==> src/hdl/dmio_pkg.sv <==
// ****************************************************************
// Shared constants and carriers
// ****************************************************************
package dmio_pkg;

    // Port widths
    localparam int unsigned DIN_W    = 16;        // Input port word
    localparam int unsigned DOUT_W   = 8;         // Output group
    localparam int unsigned ENC_N    = 4;         // Counter channels
    localparam int unsigned GRP_N    = 2;         // Input groups of eight
    localparam int unsigned FIFO_D   = 8;         // Sample buffer depth
    localparam int unsigned ADR_W    = 8;         // Bus byte address width
    localparam int unsigned DIV_W    = 16;        // Sample divider width

    // Timing: reset sampling rate at the system clock
    localparam int unsigned CLK_HZ   = 20_000_000;
    localparam int unsigned RATE_HZ  = 10_000;
    localparam logic [DIV_W-1:0] DIV_RST = DIV_W'(CLK_HZ / RATE_HZ - 1);

    // Register byte offsets
    localparam logic [ADR_W-1:0] ADR_CTRL = 8'h00;  // Mode bits
    localparam logic [ADR_W-1:0] ADR_CMD  = 8'h04;  // Command strobes
    localparam logic [ADR_W-1:0] ADR_DIV  = 8'h08;  // Sample interval
    localparam logic [ADR_W-1:0] ADR_INIT = 8'h0c;  // Initial output value
    localparam logic [ADR_W-1:0] ADR_DOUT = 8'h10;  // Output value
    localparam logic [ADR_W-1:0] ADR_STAT = 8'h14;  // Status
    localparam logic [ADR_W-1:0] ADR_DATA = 8'h18;  // Sample pop

    // Field positions
    localparam int unsigned CTRL_NOIDX = 0;   // No-index mode
    localparam int unsigned CMD_PREP   = 0;   // Prepare measurement
    localparam int unsigned CMD_START  = 1;   // Start measurement
    localparam int unsigned CMD_STOP   = 2;   // Stop measurement
    localparam int unsigned ST_ACT     = 0;   // Outputs active
    localparam int unsigned ST_OD      = 1;   // Open-drain latched
    localparam int unsigned ST_MEAS    = 2;   // Measuring
    localparam int unsigned ST_ARM     = 3;   // Waiting for index
    localparam int unsigned ST_CNT     = 4;   // Counter enables, 4 bits
    localparam int unsigned ST_RNG     = 8;   // 5 V range flags, 2 bits
    localparam int unsigned ST_OVR     = 10;  // Sample overrun, write 1 clears
    localparam int unsigned ST_LVL     = 16;  // Buffer fill level
    localparam int unsigned DATA_VLD   = 16;  // Popped word was valid

    // Reset values
    localparam logic [DOUT_W-1:0] INIT_RST = 8'h00;

    // Wishbone request and answer
    typedef struct packed {
        logic             cyc;
        logic             stb;
        logic             we;
        logic [3:0]       sel;
        logic [ADR_W-1:0] adr;
        logic [31:0]      dat;
    } dmio_wb_req_t;

    typedef struct packed {
        logic        ack;
        logic [31:0] dat;
    } dmio_wb_rsp_t;

endpackage : dmio_pkg

==> src/hdl/dmio_top.sv <==
`timescale 1ns/100ps
// ****************************************************************
// Digital multiboard I/O control
// ****************************************************************
// How it works
// - Inputs recorded only as whole 16-bit word
// - Short HIGH pulse shows in next word
// - Open range select means 24 V range
// - Outputs high impedance after reset, both off
// - Prepare write activates outputs with chosen type
// - Push-pull LOW init never shows HIGH first
// - Prepare loads LOW unless other value given
// - One select sets all eight outputs' type
// - Push-pull: 0 low rail, 1 supply
// - Open-drain: HIGH is off, LOW sinks
// - Counters wait for first index rise
// - Index wait ignores start-trigger release state
// - Index wait re-armed at every start
module dmio_top (
    input  wire logic                         clk_i,
    input  wire logic                         rst_i,
    // Register bus
    input  wire dmio_pkg::dmio_wb_req_t       wb_req_i,
    output dmio_pkg::dmio_wb_rsp_t            wb_rsp_o,
    // Digital inputs
    input  wire logic [dmio_pkg::DIN_W-1:0]   din_i,
    input  wire logic [dmio_pkg::GRP_N-1:0]   range_sel_n_i,
    output logic [dmio_pkg::GRP_N-1:0]        range_5v_o,
    // Digital outputs
    input  wire logic                         driver_type_select_i,
    output logic [dmio_pkg::DOUT_W-1:0]       drv_high_o,
    output logic [dmio_pkg::DOUT_W-1:0]       drv_low_o,
    // Incremental counters
    input  wire logic                         index_i,
    input  wire logic                         start_trig_released_i,
    output logic [dmio_pkg::ENC_N-1:0]        cnt_enable_o
);
    localparam int unsigned LW = $clog2(dmio_pkg::FIFO_D+1);

    // ****************************************************************
    // State
    // ****************************************************************
    typedef struct packed {
        logic                          ack;        // Bus answer
        logic [31:0]                   rdat;       // Bus read data
        logic                          no_index;   // No-index mode
        logic [dmio_pkg::DIV_W-1:0]    div;        // Interval length - 1
        logic [dmio_pkg::DIV_W-1:0]    tick_cnt;   // Interval countdown
        logic                          measuring;  // Acquisition running
        logic [dmio_pkg::DOUT_W-1:0]   init_val;   // Value for prepare
        logic [dmio_pkg::DOUT_W-1:0]   dout;       // Output value
        logic                          out_act;    // Outputs driven
        logic                          od_mode;    // Latched driver type
        logic [dmio_pkg::DOUT_W-1:0]   hs;         // High-side switches
        logic [dmio_pkg::DOUT_W-1:0]   ls;         // Low-side switches
        logic [dmio_pkg::ENC_N-1:0]    cnt_en;     // Counter enables
        logic                          idx_arm;    // Waiting for index
        logic                          idx_prev;   // Index last cycle
        logic [dmio_pkg::GRP_N-1:0]    rng5;       // 5 V range flags
        logic                          overrun;    // Word refused
    } dmio_st_t;

    dmio_st_t s;
    dmio_st_t next_s;

    // ****************************************************************
    // Helpers
    // ****************************************************************
    // Word-aligned register hit
    function automatic logic dmio_hit(input logic [dmio_pkg::ADR_W-1:0] adr,
                                      input logic [dmio_pkg::ADR_W-1:0] off);
        dmio_hit = (adr[dmio_pkg::ADR_W-1:2] == off[dmio_pkg::ADR_W-1:2]);
    endfunction : dmio_hit

    // Byte-lane merge of a write into an old value
    function automatic logic [31:0] dmio_merge(input logic [31:0] old_v,
                                               input logic [31:0] new_v,
                                               input logic [3:0]  sel);
        logic [31:0] r;
        r = old_v;
        for (int b = 0; b < 4; b++) begin
            if (sel[b]) begin
                r[b*8 +: 8] = new_v[b*8 +: 8];
            end
        end
        dmio_merge = r;
    endfunction : dmio_merge

    // Switch pair for one output bit: {high side, low side}
    function automatic logic [1:0] dmio_drive(input logic val,
                                              input logic od,
                                              input logic act);
        if (!act) begin
            dmio_drive = 2'h0;
        end else if (od) begin
            dmio_drive = val ? 2'h0 : 2'h1;
        end else begin
            dmio_drive = val ? 2'h2 : 2'h1;
        end
    endfunction : dmio_drive

    // ****************************************************************
    // Input capture and sample buffer
    // ****************************************************************
    logic                          tick;       // Interval ends now
    logic [dmio_pkg::DIN_W-1:0]    word;       // Captured port word
    logic                          buf_ready;  // Buffer has room
    logic                          buf_valid;  // Buffer holds a word
    logic                          buf_pop;    // Bus takes a word
    logic [dmio_pkg::DIN_W-1:0]    buf_word;   // Oldest word
    logic [LW-1:0]                 buf_lvl;    // Words held
    logic                          req;        // New bus request
    logic                          wr;         // Write request
    logic                          rd;         // Read request

    assign tick = s.measuring && (s.tick_cnt == '0);
    assign req  = wb_req_i.cyc && wb_req_i.stb && !s.ack;
    assign wr   = req && wb_req_i.we;
    assign rd   = req && !wb_req_i.we;
    assign buf_pop = rd && dmio_hit(wb_req_i.adr, dmio_pkg::ADR_DATA);

    // The whole port is captured as one word; no bit selection exists
    dmio_capture #(
        .W        (dmio_pkg::DIN_W)
    ) u_capture (
        .clk_i    (clk_i),
        .rst_i    (rst_i),
        .din_i    (din_i),
        .tick_i   (tick),
        .accept_i (buf_ready),
        .word_o   (word)
    );

    // Software drains the buffer; when it falls behind, the capture
    // latch keeps its pulses and the overrun flag tells software
    dmio_fifo #(
        .W           (dmio_pkg::DIN_W),
        .DEPTH       (dmio_pkg::FIFO_D)
    ) u_fifo (
        .clk_i       (clk_i),
        .rst_i       (rst_i),
        .in_valid_i  (tick),
        .in_ready_o  (buf_ready),
        .in_data_i   (word),
        .out_valid_o (buf_valid),
        .out_ready_i (buf_pop),
        .out_data_o  (buf_word),
        .level_o     (buf_lvl)
    );

    // ****************************************************************
    // Next-state logic
    // ****************************************************************
    always_comb begin
        logic [31:0] wv;     // Merged write value
        logic        prep;   // Prepare command
        logic        start;  // Start command
        logic        stop;   // Stop command
        logic        rise;   // Index rising edge
        logic [1:0]  sw;     // Switch pair
        next_s = s;
        wv     = '0;
        prep   = 1'b0;
        start  = 1'b0;
        stop   = 1'b0;
        rise   = index_i && !s.idx_prev;
        sw     = 2'h0;

        // Bus answer: one ack per request, dropped the next cycle
        next_s.ack  = req;
        next_s.rdat = '0;

        // Register writes
        if (wr) begin
            if (dmio_hit(wb_req_i.adr, dmio_pkg::ADR_CTRL)) begin
                wv = dmio_merge({31'h0, s.no_index}, wb_req_i.dat, wb_req_i.sel);
                next_s.no_index = wv[dmio_pkg::CTRL_NOIDX];
            end else if (dmio_hit(wb_req_i.adr, dmio_pkg::ADR_CMD)) begin
                wv    = dmio_merge(32'h0, wb_req_i.dat, wb_req_i.sel);
                prep  = wv[dmio_pkg::CMD_PREP];
                start = wv[dmio_pkg::CMD_START];
                stop  = wv[dmio_pkg::CMD_STOP];
            end else if (dmio_hit(wb_req_i.adr, dmio_pkg::ADR_DIV)) begin
                wv = dmio_merge({16'h0, s.div}, wb_req_i.dat, wb_req_i.sel);
                next_s.div = wv[dmio_pkg::DIV_W-1:0];
            end else if (dmio_hit(wb_req_i.adr, dmio_pkg::ADR_INIT)) begin
                wv = dmio_merge({24'h0, s.init_val}, wb_req_i.dat, wb_req_i.sel);
                next_s.init_val = wv[dmio_pkg::DOUT_W-1:0];
            end else if (dmio_hit(wb_req_i.adr, dmio_pkg::ADR_DOUT)) begin
                // Before activation the value is only stored
                wv = dmio_merge({24'h0, s.dout}, wb_req_i.dat, wb_req_i.sel);
                next_s.dout = wv[dmio_pkg::DOUT_W-1:0];
            end else begin
                // Unmapped, data or status: nothing loaded here, still acked; status overrun clear is below
                wv = '0;
            end
        end

        // Register reads, captured into the answer flop
        if (rd) begin
            if (dmio_hit(wb_req_i.adr, dmio_pkg::ADR_CTRL)) begin
                next_s.rdat[dmio_pkg::CTRL_NOIDX] = s.no_index;
            end else if (dmio_hit(wb_req_i.adr, dmio_pkg::ADR_DIV)) begin
                next_s.rdat[dmio_pkg::DIV_W-1:0] = s.div;
            end else if (dmio_hit(wb_req_i.adr, dmio_pkg::ADR_INIT)) begin
                next_s.rdat[dmio_pkg::DOUT_W-1:0] = s.init_val;
            end else if (dmio_hit(wb_req_i.adr, dmio_pkg::ADR_DOUT)) begin
                next_s.rdat[dmio_pkg::DOUT_W-1:0] = s.dout;
            end else if (dmio_hit(wb_req_i.adr, dmio_pkg::ADR_STAT)) begin
                next_s.rdat[dmio_pkg::ST_ACT]  = s.out_act;
                next_s.rdat[dmio_pkg::ST_OD]   = s.od_mode;
                next_s.rdat[dmio_pkg::ST_MEAS] = s.measuring;
                next_s.rdat[dmio_pkg::ST_ARM]  = s.idx_arm;
                next_s.rdat[dmio_pkg::ST_CNT +: dmio_pkg::ENC_N] = s.cnt_en;
                next_s.rdat[dmio_pkg::ST_RNG +: dmio_pkg::GRP_N] = s.rng5;
                next_s.rdat[dmio_pkg::ST_OVR]  = s.overrun;
                next_s.rdat[dmio_pkg::ST_LVL +: LW] = buf_lvl;
            end else if (dmio_hit(wb_req_i.adr, dmio_pkg::ADR_DATA)) begin
                // Reading pops one whole port word
                next_s.rdat[dmio_pkg::DIN_W-1:0] = buf_valid ? buf_word : '0;
                next_s.rdat[dmio_pkg::DATA_VLD]  = buf_valid;
            end else begin
                // Command and unmapped offsets read as zero
                next_s.rdat = '0;
            end
        end

        // Overrun: a refused word sets it, write 1 clears; set wins
        if (wr && dmio_hit(wb_req_i.adr, dmio_pkg::ADR_STAT) && wb_req_i.sel[1]
            && wb_req_i.dat[dmio_pkg::ST_OVR]) begin
            next_s.overrun = 1'b0;
        end
        if (tick && !buf_ready) begin
            next_s.overrun = 1'b1;
        end

        // Sampling interval countdown
        if (s.measuring) begin
            next_s.tick_cnt = (s.tick_cnt == '0) ? s.div : s.tick_cnt - dmio_pkg::DIV_W'(1);
        end

        // Prepare: load the initial value, default LOW, and on the first
        // prepare after reset turn the drivers on with the pin's type
        if (prep) begin
            next_s.dout = s.init_val;
            if (!s.out_act) begin
                next_s.out_act = 1'b1;
                next_s.od_mode = driver_type_select_i;
            end
        end

        // Switch pairs come from the next value, so activation and the
        // first level land in one edge with no transient HIGH
        for (int i = 0; i < dmio_pkg::DOUT_W; i++) begin
            sw = dmio_drive(next_s.dout[i], next_s.od_mode, next_s.out_act);
            next_s.hs[i] = sw[1];
            next_s.ls[i] = sw[0];
        end

        // Index handling; the start-trigger state is deliberately unused
        next_s.idx_prev = index_i;
        if (s.idx_arm && rise) begin
            next_s.cnt_en  = '1;
            next_s.idx_arm = 1'b0;
        end

        // Start re-arms the index wait every time
        if (start) begin
            next_s.measuring = 1'b1;
            next_s.tick_cnt  = s.div;
            next_s.idx_arm   = !s.no_index;
            next_s.cnt_en    = s.no_index ? '1 : '0;
        end

        // Stop ends acquisition and holds the counters
        if (stop) begin
            next_s.measuring = 1'b0;
            next_s.idx_arm   = 1'b0;
            next_s.cnt_en    = '0;
        end

        // Range pins: open (pulled high) means 24 V
        next_s.rng5 = ~range_sel_n_i;
    end

    // ****************************************************************
    // State register
    // ****************************************************************
    always_ff @(posedge clk_i) begin
        if (rst_i) begin
            s          <= '0;
            s.div      <= dmio_pkg::DIV_RST;
            s.init_val <= dmio_pkg::INIT_RST;
        end else begin
            s <= next_s;
        end
    end

    // ****************************************************************
    // Outputs, all from flops
    // ****************************************************************
    assign wb_rsp_o.ack = s.ack;
    assign wb_rsp_o.dat = s.rdat;
    assign range_5v_o   = s.rng5;
    assign drv_high_o   = s.hs;
    assign drv_low_o    = s.ls;
    assign cnt_enable_o = s.cnt_en;

    // Trigger release state has no effect on the index wait
    logic unused_trig;
    assign unused_trig = start_trig_released_i;
endmodule : dmio_top

==> src/hdl/dmio_fifo.sv <==
`timescale 1ns/100ps
// ****************************************************************
// Sample buffer
// ****************************************************************
module dmio_fifo #(
    parameter int unsigned W     = 16,
    parameter int unsigned DEPTH = 8
) (
    input  wire logic         clk_i,
    input  wire logic         rst_i,
    input  wire logic         in_valid_i,
    output logic              in_ready_o,
    input  wire logic [W-1:0] in_data_i,
    output logic              out_valid_o,
    input  wire logic         out_ready_i,
    output logic [W-1:0]      out_data_o,
    output logic [$clog2(DEPTH+1)-1:0] level_o
);
    localparam int unsigned PW = $clog2(DEPTH);
    localparam int unsigned CW = $clog2(DEPTH+1);

    typedef struct packed {
        logic [DEPTH-1:0][W-1:0] mem;   // Storage words
        logic [PW-1:0]           wp;    // Write index
        logic [PW-1:0]           rp;    // Read index
        logic [CW-1:0]           cnt;   // Words held
    } dmio_fifo_st_t;

    dmio_fifo_st_t s;
    dmio_fifo_st_t next_s;
    logic          push;
    logic          pop;

    // Honest flags straight from the count
    assign in_ready_o  = (s.cnt != CW'(DEPTH));
    assign out_valid_o = (s.cnt != '0);
    assign out_data_o  = s.mem[s.rp];
    assign level_o     = s.cnt;
    assign push        = in_valid_i & in_ready_o;
    assign pop         = out_ready_i & out_valid_o;

    // Pointer and count update, wrap at depth
    always_comb begin
        next_s = s;
        if (push) begin
            next_s.mem[s.wp] = in_data_i;
            next_s.wp = (s.wp == PW'(DEPTH-1)) ? '0 : s.wp + PW'(1);
        end
        if (pop) begin
            next_s.rp = (s.rp == PW'(DEPTH-1)) ? '0 : s.rp + PW'(1);
        end
        next_s.cnt = s.cnt + CW'(push) - CW'(pop);
    end

    // State register
    always_ff @(posedge clk_i) begin
        if (rst_i) begin
            s <= '0;
        end else begin
            s <= next_s;
        end
    end
endmodule : dmio_fifo

==> src/hdl/dmio_capture.sv <==
`timescale 1ns/100ps
// ****************************************************************
// Input port capture with short-pulse catching
// ****************************************************************
module dmio_capture #(
    parameter int unsigned W = 16
) (
    input  wire logic         clk_i,
    input  wire logic         rst_i,
    input  wire logic [W-1:0] din_i,     // Conditioned input levels
    input  wire logic         tick_i,    // End of a sampling interval
    input  wire logic         accept_i,  // Buffer takes the word
    output logic [W-1:0]      word_o     // Whole port word
);
    typedef struct packed {
        logic [W-1:0] held;   // HIGH seen since last recorded word
    } dmio_cap_st_t;

    dmio_cap_st_t s;
    dmio_cap_st_t next_s;

    // The word always carries the current level too, so a pulse in the
    // recording cycle itself is not lost when the latch is cleared
    assign word_o = s.held | din_i;

    // Catch HIGH levels; clear only once the word really went out, so a
    // refused word keeps its pulses for the next interval
    always_comb begin
        next_s = s;
        if (tick_i && accept_i) begin
            next_s.held = '0;
        end else begin
            next_s.held = s.held | din_i;
        end
    end

    // State register
    always_ff @(posedge clk_i) begin
        if (rst_i) begin
            s <= '0;
        end else begin
            s <= next_s;
        end
    end
endmodule : dmio_capture

==> config.mk <==
export PLATFORM = sky130hd
export DESIGN_NAME = dmio_top
export DESIGN_NICKNAME = d
export VERILOG_FILES = /design/src/hdl/dmio_pkg.sv /design/src/hdl/dmio_top.sv /design/src/hdl/dmio_fifo.sv /design/src/hdl/dmio_capture.sv
export SDC_FILE = /design/constraint.sdc
export NUM_CORES = 1
export LEC_CHECK = 0
export ABC_AREA = 1
export BUFFER_PORTS_ARGS = -buffer_cell sky130_fd_sc_hd__buf_2
export CAP_MARGIN = 20
export CORE_MARGIN = 2
export CORE_UTILIZATION = 49
export DETAILED_ROUTE_END_ITERATION = 16
export PLACE_DENSITY = 0.73
export SLEW_MARGIN = 10
export SYNTH_ARGS = -nofsm -noshare
export SYNTH_HDL_FRONTEND = slang
export SYNTH_SLANG_ARGS = --single-unit
export TNS_END_PERCENT = 20
==> constraint.sdc <==
create_clock -name clk_i -period 4.2 [get_ports clk_i]
set_input_delay 1.26 -clock clk_i [delete_from_list [all_inputs] [get_ports clk_i]]
set_output_delay 1.26 -clock clk_i [all_outputs]
set_load 0.02 [all_outputs]
==> flow_metrics.tcl, run 1 <==
set metrics [dict create \
    p_leak_nw 5.27 \
    routedWlPerCell_um 15.9 \
    drt_iter0_markers 839 \
    grt_setup_unrepaired "no" \
    cap_violations 0 \
    instances_no_fill 1949 \
    final_common_cell "nand2_1" \
    syn_avg_cell_area_um2 7.23 \
    drc 0 \
    async_flop_share_pct 0 \
    start_kind "input pin" \
    core-area_um2 23400 \
    cts_max_path_buffers 3 \
    slowest_delay_ps 740 \
    clkSinkCount 249 \
    tns_ps 0 \
    ys_dominant_reg_cell "dfxtp_1" \
    status "complete, no violations" \
    port_buffers 91 \
    rows 56 \
    cts_max_level 1 \
    holdWs_ps 458 \
    relSlewSlack_pct 27.8 \
    peakVddDrop_mv 0.282 \
    hpwlAfterDp_um 20200 \
    fillers 2311 \
    synth-edff-count 0 \
    synthCells 1608 \
    initial_utilization_pct 49.6 \
    firstDrtPassIters 5 \
    r2r-start "s[44]" \
    path_max_fanout 30 \
    cts_tree "yes" \
    tightest_slew_ps 1080 \
    critPathKind "input pin to flip-flop" \
    yosys_warnings 0 \
    die_area_um2 25000 \
    cts-resized-gates 0 \
    cp-end-kind "flip-flop" \
    grt-ovfl-total 0 \
    viasPerCell 5.46 \
    grt_max_degree 101 \
    num_vias 10651 \
    yosys.area.top_type "dfxtp_1" \
    layout-drive-gt1-share_pct 11.0 \
    routed_wirelength_um 30900 \
    nNetsFinal 1695 \
    hold_path_class "flip-flop to flip-flop" \
    clk_pin_slew_ps 60 \
    grt_pass1_vias 9777 \
    fmax_mhz 351 \
    cts_made_buffers 26 \
    arrival_ps 3260 \
    hold_path.startpoint "u_fifo.s[34]" \
    drv_slew 0 \
    cp_top_family "simple AND/OR/NAND/NOR gates" \
    placed_area_um2 11700 \
    holdBufCountCts 0 \
    antenna_left 0 \
    die_y_um 158 \
    crit_buf_inv 2 \
    area_delta_synth_final_pct 8.63 \
    dp_cells 1903 \
    fin_skew_ps 14.7 \
    synth_cell_types 44 \
    crit_path_start "wb_req_i[44]" \
    yosysTopAreaCellShare_pct 42.9 \
    chipWidth_um 158 \
    powerDensity_nw_per_um2 391 \
    track_usage_pct 24.4 \
    setup-violations-final 0 \
    fin_ws_ps 1350 \
    dpl_worst_slack_ps 859 \
    clock_latency_ps 530 \
    ioPinCount 125 \
    synth_area_leaders "dfxtp_1, nand2_1, a21oi_1, nand3_1, nor2_1" \
    min_period_over_period_pct 67.8 \
    antenna_found_initial 0 \
    crit_chain "buf_2 -> nand4_1 -> nor2_2 -> nand3_2 -> nand2_1 -> o21ai_0 -> o21bai_1 -> inv_1" \
    slowest_stage "nand2_1" \
    root_buffer "clkbuf_16" \
    final_area_um2 12600 \
    ys_seq_area_share_pct 42.9 \
    grt_pass1_wl_um 49600 \
    hold_viol 0 \
    fin_crit_ps 2850 \
    required_ps 4620 \
    gp_congestion 0.897 \
    synth-seq-cells 249 \
    antenna_cells 0 \
    netlist_area_um2 11600 \
    cts_setup_buffers 0 \
    final_cell_mix "nand2_1, dfxtp_1, nor2_1" \
]
## path summary, 6_finish.rpt
kind	endpoint	slack [ps]	cells past startpoint
setup / recovery	s[44]	1350	8
hold / removal	u_fifo.s[34]	460	2
setup reg to reg	u_fifo.s[40]	1560	9
hold reg to reg	u_fifo.s[34]	460	2
## registers in the layout, summed over array words and instances, names as in the netlist
signal          flops
u_capture.s        16
s                  55
drv_high_o          8
wb_rsp_o           21
drv_low_o           8
cnt_enable_o        1
u_fifo.level_o      4
range_5v_o          2
u_fifo.s          134
## synth_stat cells (all sizes together), types with 2 or more instances
master,instances
a211oi,5
a21oi,172
a22oi,4
buf,95
clkbuf,48
dfxtp,249
ha,12
inv,119
nand2,303
nand3,172
nand4,11
nor2,231
nor3,3
nor3b,2
nor4,2
o211ai,24
o21ai,118
o21bai,5
o221ai,2
o22ai,13
o31ai,2
xnor2,5
xor2,4
## tightest hold or removal path, stage by stage, from the launching register on
cell and delay [ps]:
dfxtp_1 300, nand2_1 60, a21oi_1 50
## per-layer routing
metal  GRT usage [%]  vias up  share of wire, %
met5               0        -                 0
met4            6.31        0               1.9
met3            4.08       54               7.5
met2            39.8      388                46
met1            33.6     4989                44
li1                -     5220                 -
## power by group
group | total [mW] | internal, mW | switching (mW)
Clock | 2.40 | 1.46 | 0.935
Combinational | 0.160 | 0.0365 | 0.123
Sequential | 2.38 | 2.38 | 0.00412
Total | 4.94 | 3.87 | 1.06
## through the flow
stage	util, %	power [mW]
6_report	53.9	4.94
5_1_grt	53.9	5.08
4_1_cts	53.9	4.97
3_5_place_dp	50.1	2.59
3_3_place_gp	50.1	2.59
2_1_floorplan	-	2.53
## cells by family after synthesis
kind of cell | after synthesis | synth area share (%)
AND/OR/NAND/NOR | 725 | 26.9
buffers and inverters | 263 | 11.9
adder cells (fa/ha/maj) | 13 | 1.46
flip-flops | 249 | 42.9
AO/OA/AOI/OAI | 348 | 16.2
other | 1 | 0.0323
XOR/XNOR | 9 | 0.678
## layout make-up
class / instances / area (µm²) / area share (%)
repair buffers: 108 / 598 / 4.74
inverters: 120 / 453 / 3.59
well taps: 319 / 399 / 3.16
multi-input cells: 1107 / 5300 / 42.0
clock buffers: 41 / 788 / 6.25
flip-flops and latches: 249 / 4990 / 39.5
clock inverters: 5 / 100 / 0.793
Power figures use the tool's default switching activity.
==> inputs of run 2 (changes only) <==
PLACE_DENSITY = 0.76   (was 0.73)
clock period = 2.38 ns   (was 4.2 ns; I/O delays follow)
==> run 2 against run 1 <==
  * Via count grew 1.5%
  * Total power grew 84%
  * Hold slack lost 130 ps
  * Combinational power grew 87%
  * Critical path type is now flip-flop to flip-flop
  * Setup slack lost 1200 ps
  * Core utilization grew 2.3 points
  * Count of clock-buffer cells in the layout shrank 3
  * Largest power group unchanged
  * Critical path depth grew 5
==> flow_metrics.tcl, run 2 (synthesized netlist as in run 1, its figures left out) <==
set metrics [dict create \
    status "complete, no violations" \
    fmax_mhz 453 \
    fin_crit_ps 2210 \
    routedWlPerCell_um 15.8 \
    tightest_slew_ps 666 \
    cts_max_level 1 \
    p_seq_share_pct 46.1 \
    p_comb_share_pct 3.3 \
    port_buffers 91 \
    cts-resized-gates 0 \
    hold_path_class "input pin to flip-flop" \
    clock_latency_ps 540 \
    grt_pass1_wl_um 50900 \
    cts_setup_buffers 0 \
    arrival_ps 2680 \
    die_area_um2 25000 \
    drv_slew 0 \
    die_y_um 158 \
    antenna_left 0 \
    area_delta_synth_final_pct 13.2 \
    cts_made_buffers 27 \
    cap_violations 0 \
    multiInputGateArea_um2 5330 \
    powerDensity_nw_per_um2 693 \
    grt_pass1_vias 10231 \
    track_usage_pct 25.0 \
    root_buffer "clkbuf_16" \
    nNetsFinal 1741 \
    grt_max_degree 67 \
    chipWidth_um 158 \
    grt-ovfl-total 0 \
    core-area_um2 23400 \
    holdBufCountCts 0 \
    cts_tree "yes" \
    hpwlAfterDp_um 21200 \
    internal_power_mw 7.17 \
    final_common_cell "nand2_1" \
    firstDrtPassIters 5 \
    cp-end-kind "flip-flop" \
    p_sw_mw 1.94 \
    final_cell_mix "nand2_1, dfxtp_1, nor2_1" \
    p_leak_nw 5.56 \
    tns_ps 0 \
    setup-violations-final 0 \
    fillers 2182 \
    routed_wirelength_um 31500 \
    num_vias 10815 \
    min_period_over_period_pct 92.7 \
    path_max_fanout 2 \
    initial_utilization_pct 49.6 \
    ioPinCount 125 \
    antenna_found_initial 0 \
    layout-drive-gt1-share_pct 14.3 \
    largest_reg_flops 134 \
    regMostFlops "u_fifo.s" \
    power.total_mw 9.11 \
    hold_viol 0 \
    antenna_cells 0 \
    viasPerCell 5.42 \
    required_ps 2850 \
    relSlewSlack_pct 55.3 \
    p_sw_share_pct 21.3 \
    ff_latch_area_um2 4990 \
    drt_iter0_markers 849 \
    holdWs_ps 324 \
    cts_max_path_buffers 3 \
    drc 0 \
    fin_skew_ps 19.4 \
    rows 56 \
    clockPowerShare_pct 50.6 \
    start_kind "flip-flop" \
    gp_congestion 0.933 \
    clk_pin_slew_ps 60 \
    clkSinkCount 249 \
    peakVddDrop_mv 0.558 \
    critPathKind "flip-flop to flip-flop" \
]
==> run 2: worst paths after layout <==
path / end / cells past startpoint / slack [ps] / from
worst min-delay path: range_5v_o[1] / 2 / 320 / range_sel_n_i[1]
worst max register to register: u_fifo.level_o[1] / 13 / 170 / u_fifo.level_o[3]
worst max-delay path: u_fifo.level_o[1] / 13 / 170 / u_fifo.level_o[3]
worst min register to register: u_fifo.s[56] / 2 / 460 / u_fifo.s[56]
==> run 2: stage by stage <==
| stage | setup WS, ps | utilization (%) | instance area [µm²] | instances |
|---|---|---|---|---|
| floorplan | 4.22 | - | 11700 | 1619 |
| global placement | -67.5 | 51.8 | 12100 | 1948 |
| detailed placement | -111 | 51.8 | 12100 | 1948 |
| CTS | 65.4 | 56.1 | 13100 | 1997 |
| global route | -7.28 | 56.2 | 13100 | 1997 |
| finish | 174 | 56.2 | 13100 | 1997 |
==> run 2: power by group through the flow <==
stage | registers, mW | logic (mW) | clock network (mW)
2_1_floorplan | 4.29 | 0.182 | 0
3_3_place_gp | 4.29 | 0.291 | 0
3_5_place_dp | 4.29 | 0.294 | 0
4_1_cts | 4.20 | 0.296 | 4.65
5_1_grt | 4.20 | 0.328 | 4.84
6_report | 4.20 | 0.299 | 4.61
==> run 2: worst max-delay path, stage by stage (launching register included) <==
cell and delay [ps]:
dfxtp_1 320, inv_1 80, ha_1 130, nor3b_2 170, buf_4 140, nor2_4 30, nand2_1 80, inv_1 50
ha_1 260, inv_1 40, ha_1 220, fa_2 520, inv_1 40, nor2_1 80
==> run 2: cell type report <==
cell class	instances	area share, %
tap	319	3.04
inverter	120	3.44
sequential	249	37.9
clock buffer	38	6.14
timing repair buffer	153	7.50
multi-input combinational	1107	40.5
clock inverter	11	1.46
==> run 2: per-layer routing <==
layer | track usage [%] | share of wire, % | vias to the layer above
li1 | - | - | 5306
met1 | 33.5 | 43 | 5000
met2 | 41.3 | 47 | 451
met3 | 4.54 | 8.4 | 58
met4 | 7.42 | 2.2 | 0
met5 | 0 | 0 | -
